<file path="src/common/scc_pkg.sv">
// Constants and decode helpers for the system clock and PLL control block.
// Notes on behaviour
// - Watchdog is restarted only by writing 55h then AAh to the service location.
// - The service location takes writes in either mode once the straps are taken, and always reads as zero.
// - A cleared watchdog enable bit stops the watchdog from timing out.
// - With the 512 prescaler, the first periodic tick may come up to 512 clocks early.
// - Each control register has a write-protect bit; once set, later writes are dropped.
// - The three control registers answer only supervisor accesses.
// - Output mode: 00 full, 01 two-thirds, 10 one-third strength, 11 held high.
// - Output mode changes never cut a clock pulse short on the pin.
// - Second output mode resets to 11, or to 00 when the mode pins read 01.
// - First output mode resets to 00, or to 11 when the mode pins read 01.
// - First output: high at 11, else low while unlocked, else oscillator rate.
// - PLL control writes are dropped while its write-protect bit is one.
// - PLL enable resets to one unless pins read 00; multiplier resets to 0 or 400.
// - Prescale bit selects divide-by-128 ahead of the PLL; set by pins at reset.
// - In stop with source bit 0, run from crystal /2 or /256, PLL off.
// - System factor equals multiplier field plus one, from 1 to 4096.
// - Each multiplier write drops lock and gates PLL clocks until relock.
// - Divider writes are dropped while protected; the register resets to zero.
// - Sync divider codes 00 to 11 divide by 1, 4, 16, 64 without unlocking.
// - Baud divider codes 00 to 11 divide by 1, 4, 16, 64 without unlocking.
// - Interrupt above the threshold returns the clock to high rate; 111 disables this.
// - Clock source bit set selects the low divider, clear the high divider.
// - High divider codes 000 to 110 divide by 1 to 64; 111 reserved.
// - Low divider codes 000 to 101 divide by 2 to 64, 111 by 256.
// - With request bit set, a busy comms processor returns the clock to high rate.
package scc_pkg;
  localparam logic [3:0] ADDR_CLKOUT = 4'h0;
  localparam logic [3:0] ADDR_PLL = 4'h1;
  localparam logic [3:0] ADDR_CDV = 4'h2;
  localparam logic [3:0] ADDR_WDOG = 4'h3;
  localparam logic [7:0] WDOG_KEY1 = 8'h55;
  localparam logic [7:0] WDOG_KEY2 = 8'haa;
  // Clock output control fields.
  localparam int CLKO_WP = 7;
  localparam int CLKO_M2 = 2;
  localparam int CLKO_M1 = 0;
  localparam logic [1:0] MODE_OFF = 2'h3;
  localparam logic [1:0] MODE_FULL = 2'h0;
  // PLL control fields.
  localparam int PLL_EN = 15;
  localparam int PLL_WP = 14;
  localparam int PLL_PRE = 13;
  localparam int PLL_STOPSRC = 12;
  localparam logic [11:0] MF_RST_LOW = 12'h000;
  localparam logic [11:0] MF_RST_HIGH = 12'h190;
  // Clock divider control fields.
  localparam int CDV_WP = 15;
  localparam int CDV_SYNC = 13;
  localparam int CDV_BAUD = 11;
  localparam int CDV_THR = 8;
  localparam int CDV_CPREQ = 7;
  localparam int CDV_LOW = 4;
  localparam int CDV_HIGH = 1;
  localparam int CDV_SRC = 0;
  localparam logic [15:0] CDV_RST = 16'h0000;
  localparam logic [2:0] THR_OFF = 3'h7;
  // Clock mode pin values with a special meaning.
  localparam logic [1:0] PINS_NO_PLL = 2'h0;
  localparam logic [1:0] PINS_ALT_OUT = 2'h1;
  localparam logic [1:0] PINS_PRESCALE = 2'h3;
  // Reset values and cycle counts.
  localparam logic [3:0] DIV_SHIFT_RST = 4'h0;
  localparam logic [3:0] XTAL_SHIFT_DIV2 = 4'h1;
  localparam logic [3:0] XTAL_SHIFT_DIV256 = 4'h8;
  localparam logic [1:0] BOOT_CYCLES = 2'h3;
  localparam int CLK_PERIOD_NS = 10;
  localparam int PLL_LOCK_NS = 2000;
  localparam int PLL_LOCK_CYC = (PLL_LOCK_NS + CLK_PERIOD_NS - 1) / CLK_PERIOD_NS;
  localparam logic [7:0] PLL_LOCK_LAST = 8'(PLL_LOCK_CYC - 1);
  localparam logic [8:0] PERIODIC_LAST = 9'h1ff;
  localparam logic [8:0] RELOCK_AGE_IDLE = 9'h1ff;

  typedef enum logic {WD_IDLE = 1'b0, WD_ARMED = 1'b1} scc_wdog_t;

  // High divider: code n divides by 2**n; the reserved code stays at 64.
  function automatic logic [3:0] scc_high_shift(input logic [2:0] code);
    scc_high_shift = (code == 3'h7) ? 4'h6 : {1'b0, code};
  endfunction

  // Low divider: code n divides by 2**(n+1); 111 and reserved 110 give 256.
  function automatic logic [3:0] scc_low_shift(input logic [2:0] code);
    scc_low_shift = (code >= 3'h6) ? 4'h8 : {1'b0, code} + 4'h1;
  endfunction

  // Sync and baud dividers: code n divides by 4**n.
  function automatic logic [3:0] scc_quad_shift(input logic [1:0] code);
    scc_quad_shift = {1'b0, code, 1'b0};
  endfunction
endpackage

</file>
<file path="src/hdl/scc_clock_ctrl.sv">
// System clock, PLL and clock output control with watchdog service decode.
//
// The plain strobed port and the register offsets were left to the implementer.
`timescale 1ns/10ps
module scc_clock_ctrl
  import scc_pkg::*;
(
  // Clock and reset.
  input wire logic core_clk,
  input wire logic sys_rst,
  // Register port.
  input wire logic [3:0] reg_addr,
  input wire logic [15:0] reg_wdata,
  input wire logic reg_wr,
  input wire logic reg_rd,
  input wire logic supervisor,
  output logic [15:0] reg_rdata,
  // Straps and system status.
  input wire logic [1:0] clock_mode_pins,
  input wire logic [2:0] cpu_irq_level,
  input wire logic cp_busy,
  input wire logic low_power_stop,
  // Watchdog and periodic timer hooks.
  input wire logic watchdog_enable_bit,
  input wire logic watchdog_expire,
  input wire logic periodic_prescale_bit,
  output logic watchdog_restart,
  output logic watchdog_timeout,
  output logic periodic_tick,
  // PLL status.
  output logic strap_done,
  output logic pll_power,
  output logic pll_locked,
  output logic input_prescale_enable,
  output logic [12:0] pll_factor,
  // Derived clock enables.
  output logic integration_clock_en,
  output logic sync_clock_en,
  output logic baud_generator_clock_en,
  // Clock output pins.
  output logic first_clock_output,
  output logic [1:0] first_output_mode,
  output logic second_clock_output,
  output logic [1:0] second_output_mode
);
  logic [1:0] pins_s1_q, pins_s2_q, pins_s3_q;
  logic [1:0] boot_cnt_q;
  logic strap_load;
  logic clkout_wp_q;
  logic [1:0] mode1_q, mode2_q, mode1_app_q, mode2_app_q;
  logic pll_en_q, pll_wp_q, prescale_q, stop_src_q;
  logic [11:0] mf_q;
  logic [15:0] cdv_q;
  logic wr_ok, clk_wr, pll_wr, cdv_wr, wdog_wr;
  logic [7:0] lock_cnt_q;
  logic [8:0] relock_age_q;
  logic pll_run, xtal_mode, irq_wake, cp_wake, use_low;
  logic [3:0] sys_shift;
  logic [8:0] pre_cnt_q;
  scc_wdog_t wd_state_q;
  logic out1_q, out2_q, restart_q, timeout_q;
  logic [15:0] rdata_q;

  // Mode pins pass three flops; the value is caught once stages two and three agree.
  always_ff @(posedge core_clk or posedge sys_rst) begin
    if (sys_rst) begin
      pins_s1_q <= 2'h0;
      pins_s2_q <= 2'h0;
      pins_s3_q <= 2'h0;
    end else begin
      pins_s1_q <= clock_mode_pins;
      pins_s2_q <= pins_s1_q;
      pins_s3_q <= pins_s2_q;
    end
  end

  always_ff @(posedge core_clk or posedge sys_rst) begin
    if (sys_rst) begin
      boot_cnt_q <= 2'h0;
      strap_done <= 1'b0;
    end else begin
      if (boot_cnt_q != BOOT_CYCLES) begin
        boot_cnt_q <= boot_cnt_q + 2'h1;
      end
      if (strap_load) begin
        strap_done <= 1'b1;
      end
    end
  end

  assign strap_load = !strap_done && boot_cnt_q == BOOT_CYCLES && pins_s2_q == pins_s3_q;

  // Registers are not written until the straps have been taken.
  assign wr_ok = reg_wr & strap_done;
  assign clk_wr = wr_ok & supervisor & reg_addr == ADDR_CLKOUT & !clkout_wp_q;
  assign pll_wr = wr_ok & supervisor & reg_addr == ADDR_PLL & !pll_wp_q;
  assign cdv_wr = wr_ok & supervisor & reg_addr == ADDR_CDV & !cdv_q[CDV_WP];
  assign wdog_wr = wr_ok & reg_addr == ADDR_WDOG;

  always_ff @(posedge core_clk or posedge sys_rst) begin
    if (sys_rst) begin
      clkout_wp_q <= 1'b0;
      mode1_q <= MODE_FULL;
      mode2_q <= MODE_OFF;
    end else if (strap_load) begin
      mode1_q <= (pins_s3_q == PINS_ALT_OUT) ? MODE_OFF : MODE_FULL;
      mode2_q <= (pins_s3_q == PINS_ALT_OUT) ? MODE_FULL : MODE_OFF;
    end else if (clk_wr) begin
      clkout_wp_q <= reg_wdata[CLKO_WP];
      mode1_q <= reg_wdata[CLKO_M1 +: 2];
      mode2_q <= reg_wdata[CLKO_M2 +: 2];
    end
  end

  always_ff @(posedge core_clk or posedge sys_rst) begin
    if (sys_rst) begin
      pll_en_q <= 1'b1;
      pll_wp_q <= 1'b0;
      prescale_q <= 1'b0;
      stop_src_q <= 1'b0;
      mf_q <= MF_RST_LOW;
    end else if (strap_load) begin
      pll_en_q <= (pins_s3_q != PINS_NO_PLL);
      prescale_q <= (pins_s3_q == PINS_PRESCALE);
      mf_q <= pins_s3_q[1] ? MF_RST_HIGH : MF_RST_LOW;
    end else if (pll_wr) begin
      pll_en_q <= reg_wdata[PLL_EN];
      pll_wp_q <= reg_wdata[PLL_WP];
      prescale_q <= reg_wdata[PLL_PRE];
      stop_src_q <= reg_wdata[PLL_STOPSRC];
      mf_q <= reg_wdata[11:0];
    end
  end

  always_ff @(posedge core_clk or posedge sys_rst) begin
    if (sys_rst) begin
      cdv_q <= CDV_RST;
    end else if (cdv_wr) begin
      cdv_q <= reg_wdata;
    end
  end

  // The PLL is powered down in stop when the crystal feeds the system.
  assign xtal_mode = low_power_stop & !stop_src_q;
  assign pll_run = pll_en_q & !xtal_mode;
  assign pll_power = pll_run;
  assign input_prescale_enable = prescale_q;
  assign pll_factor = {1'b0, mf_q} + 13'h0001;

  // Any accepted multiplier write restarts acquisition; derived clocks wait for lock.
  always_ff @(posedge core_clk or posedge sys_rst) begin
    if (sys_rst) begin
      lock_cnt_q <= 8'h00;
      pll_locked <= 1'b0;
    end else if (!pll_run || pll_wr || !strap_done) begin
      lock_cnt_q <= 8'h00;
      pll_locked <= 1'b0;
    end else if (!pll_locked) begin
      if (lock_cnt_q == PLL_LOCK_LAST) begin
        pll_locked <= 1'b1;
      end else begin
        lock_cnt_q <= lock_cnt_q + 8'h01;
      end
    end
  end

  // Cycles since the last accepted PLL write, stopping at the idle value; idle while the PLL is not running.
  always_ff @(posedge core_clk or posedge sys_rst) begin
    if (sys_rst) begin
      relock_age_q <= RELOCK_AGE_IDLE;
    end else if (pll_wr) begin
      relock_age_q <= 9'h000;
    end else if (!pll_run) begin
      relock_age_q <= RELOCK_AGE_IDLE;
    end else if (relock_age_q != RELOCK_AGE_IDLE) begin
      relock_age_q <= relock_age_q + 9'h001;
    end
  end

  assign irq_wake = cdv_q[CDV_THR +: 3] != THR_OFF && cpu_irq_level > cdv_q[CDV_THR +: 3];
  assign cp_wake = cdv_q[CDV_CPREQ] & cp_busy;
  assign use_low = cdv_q[CDV_SRC] & !irq_wake & !cp_wake;

  always_comb begin
    if (xtal_mode) begin
      sys_shift = prescale_q ? XTAL_SHIFT_DIV256 : XTAL_SHIFT_DIV2;
    end else if (use_low) begin
      sys_shift = scc_low_shift(cdv_q[CDV_LOW +: 3]);
    end else begin
      sys_shift = scc_high_shift(cdv_q[CDV_HIGH +: 3]);
    end
  end

  scc_clk_div u_sys_div (
    .core_clk(core_clk),
    .sys_rst(sys_rst),
    .run(pll_locked | xtal_mode),
    .shift(sys_shift),
    .tick(integration_clock_en)
  );

  // Sync and baud dividers only follow the lock state; their codes never touch it.
  scc_clk_div u_sync_div (
    .core_clk(core_clk),
    .sys_rst(sys_rst),
    .run(pll_locked),
    .shift(scc_quad_shift(cdv_q[CDV_SYNC +: 2])),
    .tick(sync_clock_en)
  );

  scc_clk_div u_baud_div (
    .core_clk(core_clk),
    .sys_rst(sys_rst),
    .run(pll_locked),
    .shift(scc_quad_shift(cdv_q[CDV_BAUD +: 2])),
    .tick(baud_generator_clock_en)
  );

  // Mode changes are applied only while the pin is low or held, so no runt appears.
  always_ff @(posedge core_clk or posedge sys_rst) begin
    if (sys_rst) begin
      mode1_app_q <= MODE_FULL;
      mode2_app_q <= MODE_OFF;
    end else begin
      if (!out1_q || mode1_app_q == MODE_OFF) begin
        mode1_app_q <= mode1_q;
      end
      if (!out2_q || mode2_app_q == MODE_OFF) begin
        mode2_app_q <= mode2_q;
      end
    end
  end

  always_ff @(posedge core_clk or posedge sys_rst) begin
    if (sys_rst) begin
      out1_q <= 1'b0;
      out2_q <= 1'b1;
    end else begin
      if (mode1_app_q == MODE_OFF) begin
        out1_q <= 1'b1;
      end else if (!pll_locked) begin
        out1_q <= 1'b0;
      end else begin
        out1_q <= !out1_q;
      end
      if (mode2_app_q == MODE_OFF) begin
        out2_q <= 1'b1;
      end else if (!pll_locked && !xtal_mode) begin
        out2_q <= 1'b0;
      end else if (integration_clock_en) begin
        out2_q <= !out2_q;
      end
    end
  end

  assign first_clock_output = out1_q;
  assign second_clock_output = out2_q;
  assign first_output_mode = mode1_app_q;
  assign second_output_mode = mode2_app_q;

  // Only a 55h write whose next service-location write is AAh restarts the watchdog.
  always_ff @(posedge core_clk or posedge sys_rst) begin
    if (sys_rst) begin
      wd_state_q <= WD_IDLE;
      restart_q <= 1'b0;
    end else begin
      restart_q <= 1'b0;
      if (wdog_wr) begin
        unique case (wd_state_q)
          WD_IDLE: begin
            wd_state_q <= (reg_wdata[7:0] == WDOG_KEY1) ? WD_ARMED : WD_IDLE;
          end
          WD_ARMED: begin
            restart_q <= (reg_wdata[7:0] == WDOG_KEY2);
            wd_state_q <= (reg_wdata[7:0] == WDOG_KEY1) ? WD_ARMED : WD_IDLE;
          end
        endcase
      end
    end
  end

  always_ff @(posedge core_clk or posedge sys_rst) begin
    if (sys_rst) begin
      timeout_q <= 1'b0;
    end else begin
      timeout_q <= watchdog_expire & watchdog_enable_bit;
    end
  end

  assign watchdog_restart = restart_q;
  assign watchdog_timeout = timeout_q;

  // The 512 prescaler runs free and is not realigned when the timer starts.
  always_ff @(posedge core_clk or posedge sys_rst) begin
    if (sys_rst) begin
      pre_cnt_q <= 9'h000;
    end else begin
      pre_cnt_q <= pre_cnt_q + 9'h001;
    end
  end

  assign periodic_tick = !periodic_prescale_bit || pre_cnt_q == PERIODIC_LAST;

  always_ff @(posedge core_clk or posedge sys_rst) begin
    if (sys_rst) begin
      rdata_q <= 16'h0000;
    end else begin
      rdata_q <= 16'h0000;
      if (reg_rd && supervisor) begin
        unique case (reg_addr)
          ADDR_CLKOUT: rdata_q <= {8'h00, clkout_wp_q, 3'h0, mode2_q, mode1_q};
          ADDR_PLL: rdata_q <= {pll_en_q, pll_wp_q, prescale_q, stop_src_q, mf_q};
          ADDR_CDV: rdata_q <= cdv_q;
          default: rdata_q <= 16'h0000;
        endcase
      end
    end
  end

  assign reg_rdata = rdata_q;

  a_wdog_pair: assert property (@(posedge core_clk) disable iff (sys_rst)
    (wd_state_q == WD_ARMED && wdog_wr && reg_wdata[7:0] == WDOG_KEY2) |=> watchdog_restart)
    else $error("watchdog key pair did not restart");
  a_wdog_lone: assert property (@(posedge core_clk) disable iff (sys_rst)
    (wd_state_q == WD_IDLE && wdog_wr) |=> !watchdog_restart)
    else $error("watchdog restarted without first key");
  a_wdog_reads_zero: assert property (@(posedge core_clk) disable iff (sys_rst)
    (reg_rd && reg_addr == ADDR_WDOG) |=> reg_rdata == 16'h0000)
    else $error("service location read not zero");
  a_wdog_disabled: assert property (@(posedge core_clk) disable iff (sys_rst)
    !watchdog_enable_bit |=> !watchdog_timeout)
    else $error("timeout while watchdog disabled");
  a_protect_holds: assert property (@(posedge core_clk) disable iff (sys_rst)
    (pll_wp_q && reg_wr && reg_addr == ADDR_PLL) |=> $stable(mf_q) && pll_wp_q)
    else $error("protected PLL register changed");
  a_user_refused: assert property (@(posedge core_clk) disable iff (sys_rst)
    (!supervisor && reg_wr && reg_addr == ADDR_CDV) |=> $stable(cdv_q))
    else $error("user write changed divider register");
  a_held_high: assert property (@(posedge core_clk) disable iff (sys_rst)
    (mode1_app_q == MODE_OFF) [*2] |-> first_clock_output)
    else $error("first output not held high");
  a_no_runt: assert property (@(posedge core_clk) disable iff (sys_rst)
    $changed(mode1_app_q) |-> !$past(out1_q) || $past(mode1_app_q) == MODE_OFF)
    else $error("output mode changed mid pulse");
  a_strap_modes: assert property (@(posedge core_clk) disable iff (sys_rst)
    (strap_load && pins_s3_q == PINS_ALT_OUT) |=> mode1_q == MODE_OFF && mode2_q == MODE_FULL)
    else $error("output modes wrong after strap");
  a_relock_wait: assert property (@(posedge core_clk) disable iff (sys_rst)
    pll_wr |=> (!pll_locked && !sync_clock_en) [*8])
    else $error("clocks ran during reacquisition");
  a_lock_bound: assert property (@(posedge core_clk) disable iff (sys_rst)
    relock_age_q == 9'(PLL_LOCK_CYC) |-> pll_locked)
    else $error("PLL did not relock in time");
  a_irq_wake: assert property (@(posedge core_clk) disable iff (sys_rst)
    (!xtal_mode && cdv_q[CDV_THR +: 3] != THR_OFF && cpu_irq_level > cdv_q[CDV_THR +: 3])
    |-> sys_shift == scc_high_shift(cdv_q[CDV_HIGH +: 3]))
    else $error("interrupt did not restore high rate");

  c_restart: cover property (@(posedge core_clk) disable iff (sys_rst) watchdog_restart);
  c_relock: cover property (@(posedge core_clk) disable iff (sys_rst) $rose(pll_locked));
  c_low_rate: cover property (@(posedge core_clk) disable iff (sys_rst)
    use_low && integration_clock_en);
endmodule

</file>
<file path="src/hdl/scc_clk_div.sv">
// Power-of-two clock enable divider with boundary-aligned ratio changes.
`timescale 1ns/10ps
module scc_clk_div
  import scc_pkg::*;
(
  // Clock and reset.
  input wire logic core_clk,
  input wire logic sys_rst,
  // Control.
  input wire logic run,
  input wire logic [3:0] shift,
  // Enable pulse, one cycle per divided period.
  output logic tick
);
  logic [7:0] cnt_q;
  logic [3:0] shift_q;
  logic [7:0] last;
  logic at_end;

  assign last = 8'((9'h001 << shift_q) - 9'h001);
  assign at_end = (cnt_q == last);
  assign tick = run & at_end;

  always_ff @(posedge core_clk or posedge sys_rst) begin
    if (sys_rst) begin
      cnt_q <= 8'h00;
    end else if (!run || at_end) begin
      cnt_q <= 8'h00;
    end else begin
      cnt_q <= cnt_q + 8'h01;
    end
  end

  // A new ratio is picked up only when a period ends or while stopped, so no pulse is shortened.
  always_ff @(posedge core_clk or posedge sys_rst) begin
    if (sys_rst) begin
      shift_q <= DIV_SHIFT_RST;
    end else if (!run || at_end) begin
      shift_q <= shift;
    end
  end
endmodule

</file>
<file path="config.mk">
export PLATFORM = sky130hd
export DESIGN_NAME = scc_clock_ctrl
export DESIGN_NICKNAME = d
export VERILOG_FILES = /design/src/common/scc_pkg.sv /design/src/hdl/scc_clock_ctrl.sv /design/src/hdl/scc_clk_div.sv
export SDC_FILE = /design/constraint.sdc
export NUM_CORES = 1
export LEC_CHECK = 0
export BUFFER_PORTS_ARGS = -buffer_cell sky130_fd_sc_hd__buf_2
export CORE_MARGIN = 3
export CORE_UTILIZATION = 55
export CTS_BUF_LIST = sky130_fd_sc_hd__clkbuf_8
export CTS_CLUSTER_DIAMETER = 80
export DETAILED_ROUTE_END_ITERATION = 10
export PLACE_DENSITY_LB_ADDON = 0.08
export SLEW_MARGIN = 20
export SYNTH_ARGS = -nofsm -noshare
export SYNTH_HDL_FRONTEND = slang
export SYNTH_SLANG_ARGS = --single-unit
</file>
<file path="constraint.sdc">
create_clock -name core_clk -period 8.87 [get_ports core_clk]
set_clock_uncertainty 0.05 [all_clocks]
set_input_delay 1.774 -clock core_clk [delete_from_list [all_inputs] [get_ports core_clk]]
set_output_delay 1.774 -clock core_clk [all_outputs]
set_load 0.05 [all_outputs]
</file>
==> flow_summary_export.csv, run 1 <==
group,metric,value,unit
critical_path,rrSetupSlack,5940,ps
clock_tree,cts_tree,"done",
die,row_count,36,
placement,place_congestion,0.873,
critical_path,cp.arrival,2950,ps
hold_path,hold_class,"reg2reg",
critical_path,reg2reg_depth,9,
global_routing,grt_overflow,0,
global_routing,grt_pass1_vias,4339,
timing,hold_violations,0,
critical_path,r2r-start,"u_sys_div.shift_q[2]",
timing,relSlewSlack,40.6,%
power,leakage,0.00320,µW
yosys,post_synth.cell_area_avg,10.7,µm²
global_routing,grt_pass1_wl,21600,µm
global_routing,grt-busiest-layer,"met2",
critical_path,r2r_end,"u_sys_div.shift_q[3]",
yosys,yosys.area_share.xor_xnor,8.18,%
hold_path,min_delay_worst_endpoint,"pins_s2_q[0]",
critical_path,cp_max_fo,10,
yosys,synth_simple_gate_area_share,19.5,%
clock_tree,clkSlewWorstSetupHoldPaths,60,ps
placement,pre_cts_ws,4450,ps
clock_tree,post-cts-setup-buffers,0,
die,die_x,109,µm
yosys,syn-cell-area,5780,µm²
critical_path,worstPathRequired,7050,ps
critical_path,end_kind,"output pin",
power,vdd_drop_max,0.000176,V
layout,drive_gt1_share,23.4,%
yosys,yosys.area.top_type,"dfrtp_1",
timing,worst_slack,4090,ps
route,via_per_inst,5.69,
yosys,ys.warnings.count,0,
yosys,synthFlopType,"dfrtp_1",
global_routing,grt_use_met3,5.49,%
placement,port_buffers,79,
die,fp.dieH,109,µm
yosys,ys_top_cells_by_area,"dfrtp_1, nor2_1, xnor2_1",
clock_tree,ctsResizeCount,0,
route,ant_nets,0,
yosys,synth_edf_count,0,
layout,nets,673,
critical_path,path_class,"reg2out",
global_routing,grtUsageMet2,36.9,%
yosys,synth_fa_ha_area_share,3.25,%
global_routing,grt_usage,24.0,%
layout,syn_to_final_growth,15.1,%
flow_run,cap_violations,0,
layout,antenna_cells,0,
route,post_drt_wl_per_cell,16.5,µm
timing,worst_pin_slew,888,ps
clock_tree,cts-root-buf,"clkbuf_8",
clock_tree,postCtsHoldBufs,0,
yosys,synth_top_area_share,49.8,%
global_routing,grtUsageMet1,33.9,%
clock_tree,cts.sinks,121,
yosys,muxShareOfSynthArea,6.25,%
yosys,synth_compound_area_share,8.31,%
clock_tree,cts_buffer_depth,2,
clock_tree,cts_buffers,17,
timing,rsz0062_at_grt,"false",
die,initial_core_util,57.8,%
yosys,async_reset_ff_share,100,%
global_routing,antenna_found_initial,0,
timing,min_period_over_period,53.9,%
die,io_pins,80,
yosys,ys_seq_elements,121,
yosys,ys_seq_area_share,52.5,%
yosys,syn_nets,588,
clock_tree,insertion_delay,430,ps
yosys,synthCells,538,
clock_tree,cts_htree_levels,4,
yosys,ys_types,52,
timing,fmax,209,MHz
hold_path,holdCritStartpoint,"pins_s1_q[0]",
critical_path,start_kind,"flip-flop",
route,wirelength,12700,µm
timing,tns,0,ps
timing,drv_slew,0,
route,firstDrtPassIters,5,
die,core,10000,µm²
timing,fin_crit,4780,ps
outcome,status,"finished, final reports clean",
yosys,synth_top_family_by_area,"simple AND/OR/NAND/NOR gates",
route,vias,4372,
die,dieArea,11800,µm²
global_routing,grt_max_degree,63,
timing,setup-violations-final,0,
timing,holdWs,298,ps
route,drt_iter0_drc,220,
hold_path,min_path_cells,0,
route,drc,0,
placement,hpwl,9330,µm
power,power_density,259,nW/µm²
==> Yosys cell counts (2+ instances only) <==
library cell,count
dfrtp_1,115
nor2_1,74
nand2_1,31
nand3_1,31
xnor2_1,30
xor2_1,24
mux2_2,21
o21ai_0,19
and3_1,17
ha_1,15
a21oi_1,12
a22oi_1,11
mux2i_1,11
nand2b_1,11
a22o_1,10
clkbuf_1,10
inv_1,10
nor2b_1,10
and2_1,7
dfstp_2,6
nand3b_1,4
nand4_1,4
nor3_1,4
nor4_1,4
or2_2,4
or3_1,4
a221o_1,3
buf_6,3
a21boi_0,2
a31oi_1,2
a32o_1,2
buf_2,2
nor3b_1,2
nor3b_2,2
nor4b_1,2
nor4bb_1,2
o21a_1,2
==> power breakdown <==
part           switching (µW)  internal [µW]  leakage, µW
clock                     214            246     0.000205
sequential                106            645      0.00158
combinational             311            204      0.00142
==> worst max path at each step <==
stage	to	cells after the start	start	slack, ps
global placement	integration_clock_en	5	low_power_stop	4450
detailed placement	integration_clock_en	5	low_power_stop	4450
floorplan	boot_cnt_q[0]	1	sys_rst	3840
finish	integration_clock_en	9	u_sys_div.shift_q[2]	4090
CTS	integration_clock_en	9	u_sys_div.shift_q[2]	4050
global route	integration_clock_en	9	u_sys_div.shift_q[2]	3860
==> sequential cells by signal (all words and copies together) (netlist names), 4 cells and up <==
| name | count |
|---|---|
| cdv_q | 16 |
| lock_cnt_q | 8 |
| mf_q | 12 |
| pre_cnt_q | 9 |
| reg_rdata | 16 |
| u_baud_div.cnt_q | 8 |
| u_sync_div.cnt_q | 8 |
| u_sys_div.cnt_q | 8 |
| u_sys_div.shift_q | 4 |
==> final cells by class <==
class | count | area [µm²]
Timing Repair Buffer | 81 | 410
Inverter | 10 | 40.0
Multi-Input combinational cell | 392 | 2640
Fill cell | 834 | 3340
Sequential cell | 121 | 3040
Tap cell | 133 | 166
Clock inverter | 11 | 82.6
Clock buffer | 21 | 289
==> critical path, cell delays in order, from the launching register on <==
cell,delay [ps]
dfrtp_1,490
nor2_1,190
nand3b_1,100
ha_1,250
or3_1,340
a21oi_1,180
o21ai_0,170
a211oi_4,380
nor2b_1,170
buf_2,260
==> routing by layer <==
metal	share of wire [%]	vias to the layer above
met3	5.5	18
met1	46	2161
met5	0	-
li1	-	2062
met4	1.4	0
met2	47	131
==> through the flow <==
step	std cells	utilization (%)	area [µm²]	power (µW)
final	769	66.6	6660	1730
after global routing	769	66.6	6660	1830
after CTS	769	66.6	6660	1740
after detailed placement	737	62.9	6290	1280
after global placement	737	62.8	6280	1260
after floorplan	538	-	5780	1160
==> logic make-up after synthesis <==
family / after synthesis
simple gates: 221
flops: 121
compound gates: 69
xor+xnor: 54
mux: 33
buf+inv: 25
fa+ha+maj: 15
==> placed cells by master, fill, tap and decap left out, types with 11 or more instances in the layout <==
cell / instances
nor2_1: 74
nand2b_1: 11
a21oi_1: 12
inv_1: 12
and3_1: 17
a22oi_1: 11
dfrtp_1: 115
xor2_1: 24
mux2i_1: 11
nand2_1: 31
nand3_1: 31
mux2_2: 21
ha_1: 15
clkbuf_8: 21
xnor2_1: 30
o21ai_0: 19
buf_2: 79
Note: power is estimated with default switching activity, not from simulation.
==> inputs of run 2 (changes only) <==
ABC_AREA = 1   (was not set)
clock period = 4.8 ns   (was 8.87 ns; I/O delays follow)
==> flow_summary_export.csv, run 2 <==
group,metric,value,unit
die,core,10500,µm²
clock_tree,postCtsHoldBufs,0,
critical_path,reg2reg_depth,8,
yosys,yosys.area.top_type,"dfrtp_1",
timing,min_period_over_period,73.1,%
yosys,syn-cell-area,6000,µm²
critical_path,rrSetupSlack,2500,ps
critical_path,start_kind,"flip-flop",
die,io_pins,80,
placement,post_dp_cell_area,6510,µm²
power,vdd_drop_max,0.000305,V
clock_tree,cts_buffer_depth,2,
route,post_drt_wl_per_cell,14.6,µm
yosys,syn_nets,758,
yosys,synth_top_area_share,48.0,%
timing,tns,0,ps
global_routing,grt_pass1_wl,23400,µm
critical_path,path_class,"reg2out",
route,firstDrtPassIters,5,
global_routing,grt_pass1_vias,4993,
critical_path,worstPathRequired,3790,ps
die,initial_core_util,57.3,%
power,power_density,396,nW/µm²
timing,rsz0062_at_grt,"false",
hold_path,holdCritStartpoint,"pins_s1_q[1]",
die,row_count,37,
yosys,ys_top_cells_by_area,"dfrtp_1, nand2_1, inv_1",
yosys,post_synth.cell_area_avg,8.47,µm²
placement,place_congestion,0.866,
layout,syn_to_final_growth,15.0,%
die,die_x,110,µm
global_routing,grt_usage,23.7,%
timing,worst_slack,1290,ps
layout,layout_commonest_cell,"nand2_1",
hold_path,min_path_cells,0,
route,drt_iter0_drc,410,
yosys,async_reset_ff_share,100,%
layout,final_cell_mix,"nand2_1, dfrtp_1, inv_1",
outcome,status,"finished, final reports clean",
yosys,ys_types,44,
critical_path,r2r_end,"u_baud_div.shift_q[2]",
route,vias,5077,
route,wirelength,13800,µm
power,leakage,0.00351,µW
yosys,synthCells,708,
layout,drive_gt1_share,18.1,%
timing,worst_pin_slew,952,ps
layout,nets,845,
hold_path,hold_class,"reg2reg",
die,fp.dieH,110,µm
clock_tree,cts_tree,"done",
layout,antenna_cells,0,
clock_tree,insertion_delay,450,ps
clock_tree,clkSlewWorstSetupHoldPaths,70,ps
route,drc,0,
critical_path,end_kind,"output pin",
global_routing,antenna_found_initial,0,
yosys,ys.warnings.count,0,
timing,relSlewSlack,36.5,%
yosys,synth.most_common_cell,"nand2_1",
route,via_per_inst,5.38,
yosys,synthFlopType,"dfrtp_1",
clock_tree,cts_htree_levels,4,
yosys,ys_seq_area_share,50.6,%
die,dieArea,12200,µm²
clock_tree,cts.sinks,121,
layout,final_util,65.9,%
clock_tree,cts_buffers,17,
timing,hold_violations,0,
placement,port_buffers,79,
hold_path,min_delay_worst_endpoint,"pins_s2_q[1]",
placement,pre_cts_ws,1670,ps
global_routing,grt_overflow,0,
yosys,ys_seq_elements,121,
route,ant_nets,0,
layout,stdcell_area,6900,µm²
critical_path,cp.arrival,2500,ps
timing,drv_slew,0,
yosys,netlist_top_cells_count,"nand2_1, dfrtp_1, inv_1",
placement,hpwl,10200,µm
timing,setup-violations-final,0,
critical_path,r2r-start,"u_baud_div.shift_q[2]",
timing,fmax,285,MHz
clock_tree,cts-root-buf,"clkbuf_8",
yosys,synth_edf_count,0,
clock_tree,ctsResizeCount,0,
global_routing,grt_max_degree,80,
critical_path,cp_max_fo,7,
timing,fin_crit,3510,ps
clock_tree,post-cts-setup-buffers,0,
flow_run,cap_violations,0,
==> run 2: cell types whose count changed after synthesis, sizes merged, moves of 10 or more <==
cell    previous run  this run
nand2             31       148
inv               10       113
o21ai             19        48
xnor2             30         4
mux2              22         1
nor3               4        23
o22ai              0        16
and3              17         2
nand3             31        46
mux2i             11         0
nand2b            11         0
a22o              10         0
a22oi             11         1
nor2b             10         0
==> run 2: report_power, final <==
part / total [µW] / switching, µW / internal (µW)
combinational: 652 / 474 / 178
sequential: 1190 / 72.4 / 1120
clock: 886 / 404 / 482
total: 2730 / 950 / 1780
==> run 2: per-layer routing <==
metal,global-route usage (%),up-vias,part of all wire (%)
li1,-,2482,-
met1,30.5,2428,45
met2,39.1,136,49
met3,6.96,31,4.7
met4,7.06,0,2.2
met5,0,-,0
==> run 2: cell families after synthesis <==
kind of cell             after synthesis  share of synthesized area, %
multiplexers                           1                         0.188
XOR/XNOR                              25                          3.65
buffers and inverters                126                          8.28
AO/OA/AOI/OAI                        105                          10.0
AND/OR/NAND/NOR                      315                          24.1
adder cells (fa/ha/maj)               15                          3.13
flip-flops                           121                          50.6
==> run 2: worst max-delay path, stage by stage, from the launching register on <==
cell	delay, ps
dfrtp_1	450
nor2_4	220
nand3_1	110
ha_1	330
inv_1	50
nand2_1	60
nand2_1	40
nor2_1	90
nand3_1	100
nor2_2	150
nand4_1	130
inv_1	70
buf_2	250
==> run 2: area by class of cell <==
class | count | area (µm²)
fillers | 926 | 3560
multi-input cells | 461 | 2470
clock buffers | 19 | 262
inverters | 113 | 427
flip-flops and latches | 121 | 3040
clock inverters | 12 | 126
well taps | 136 | 170
repair buffers | 81 | 410
==> run 2: worst max-delay path by stage <==
stage | start | endpoint | cells past startpoint
global route | u_sys_div.shift_q[2] | integration_clock_en | 12
global placement | low_power_stop | integration_clock_en | 8
finish | u_sys_div.shift_q[2] | integration_clock_en | 12
CTS | u_sys_div.shift_q[2] | integration_clock_en | 12
floorplan | sys_rst | boot_cnt_q[0] | 1
detailed placement | reg_addr[3] | cdv_q[8] | 6
==> run 2: stage by stage <==
stage / std cells / hold slack (ps) / total power, µW
3_3_place_gp: 912 / 286 / 1840
2_1_floorplan: 708 / 281 / 1710
6_report: 943 / 320 / 2730
4_1_cts: 943 / 323 / 2760
5_1_grt: 943 / 323 / 2890
3_5_place_dp: 912 / 304 / 1870
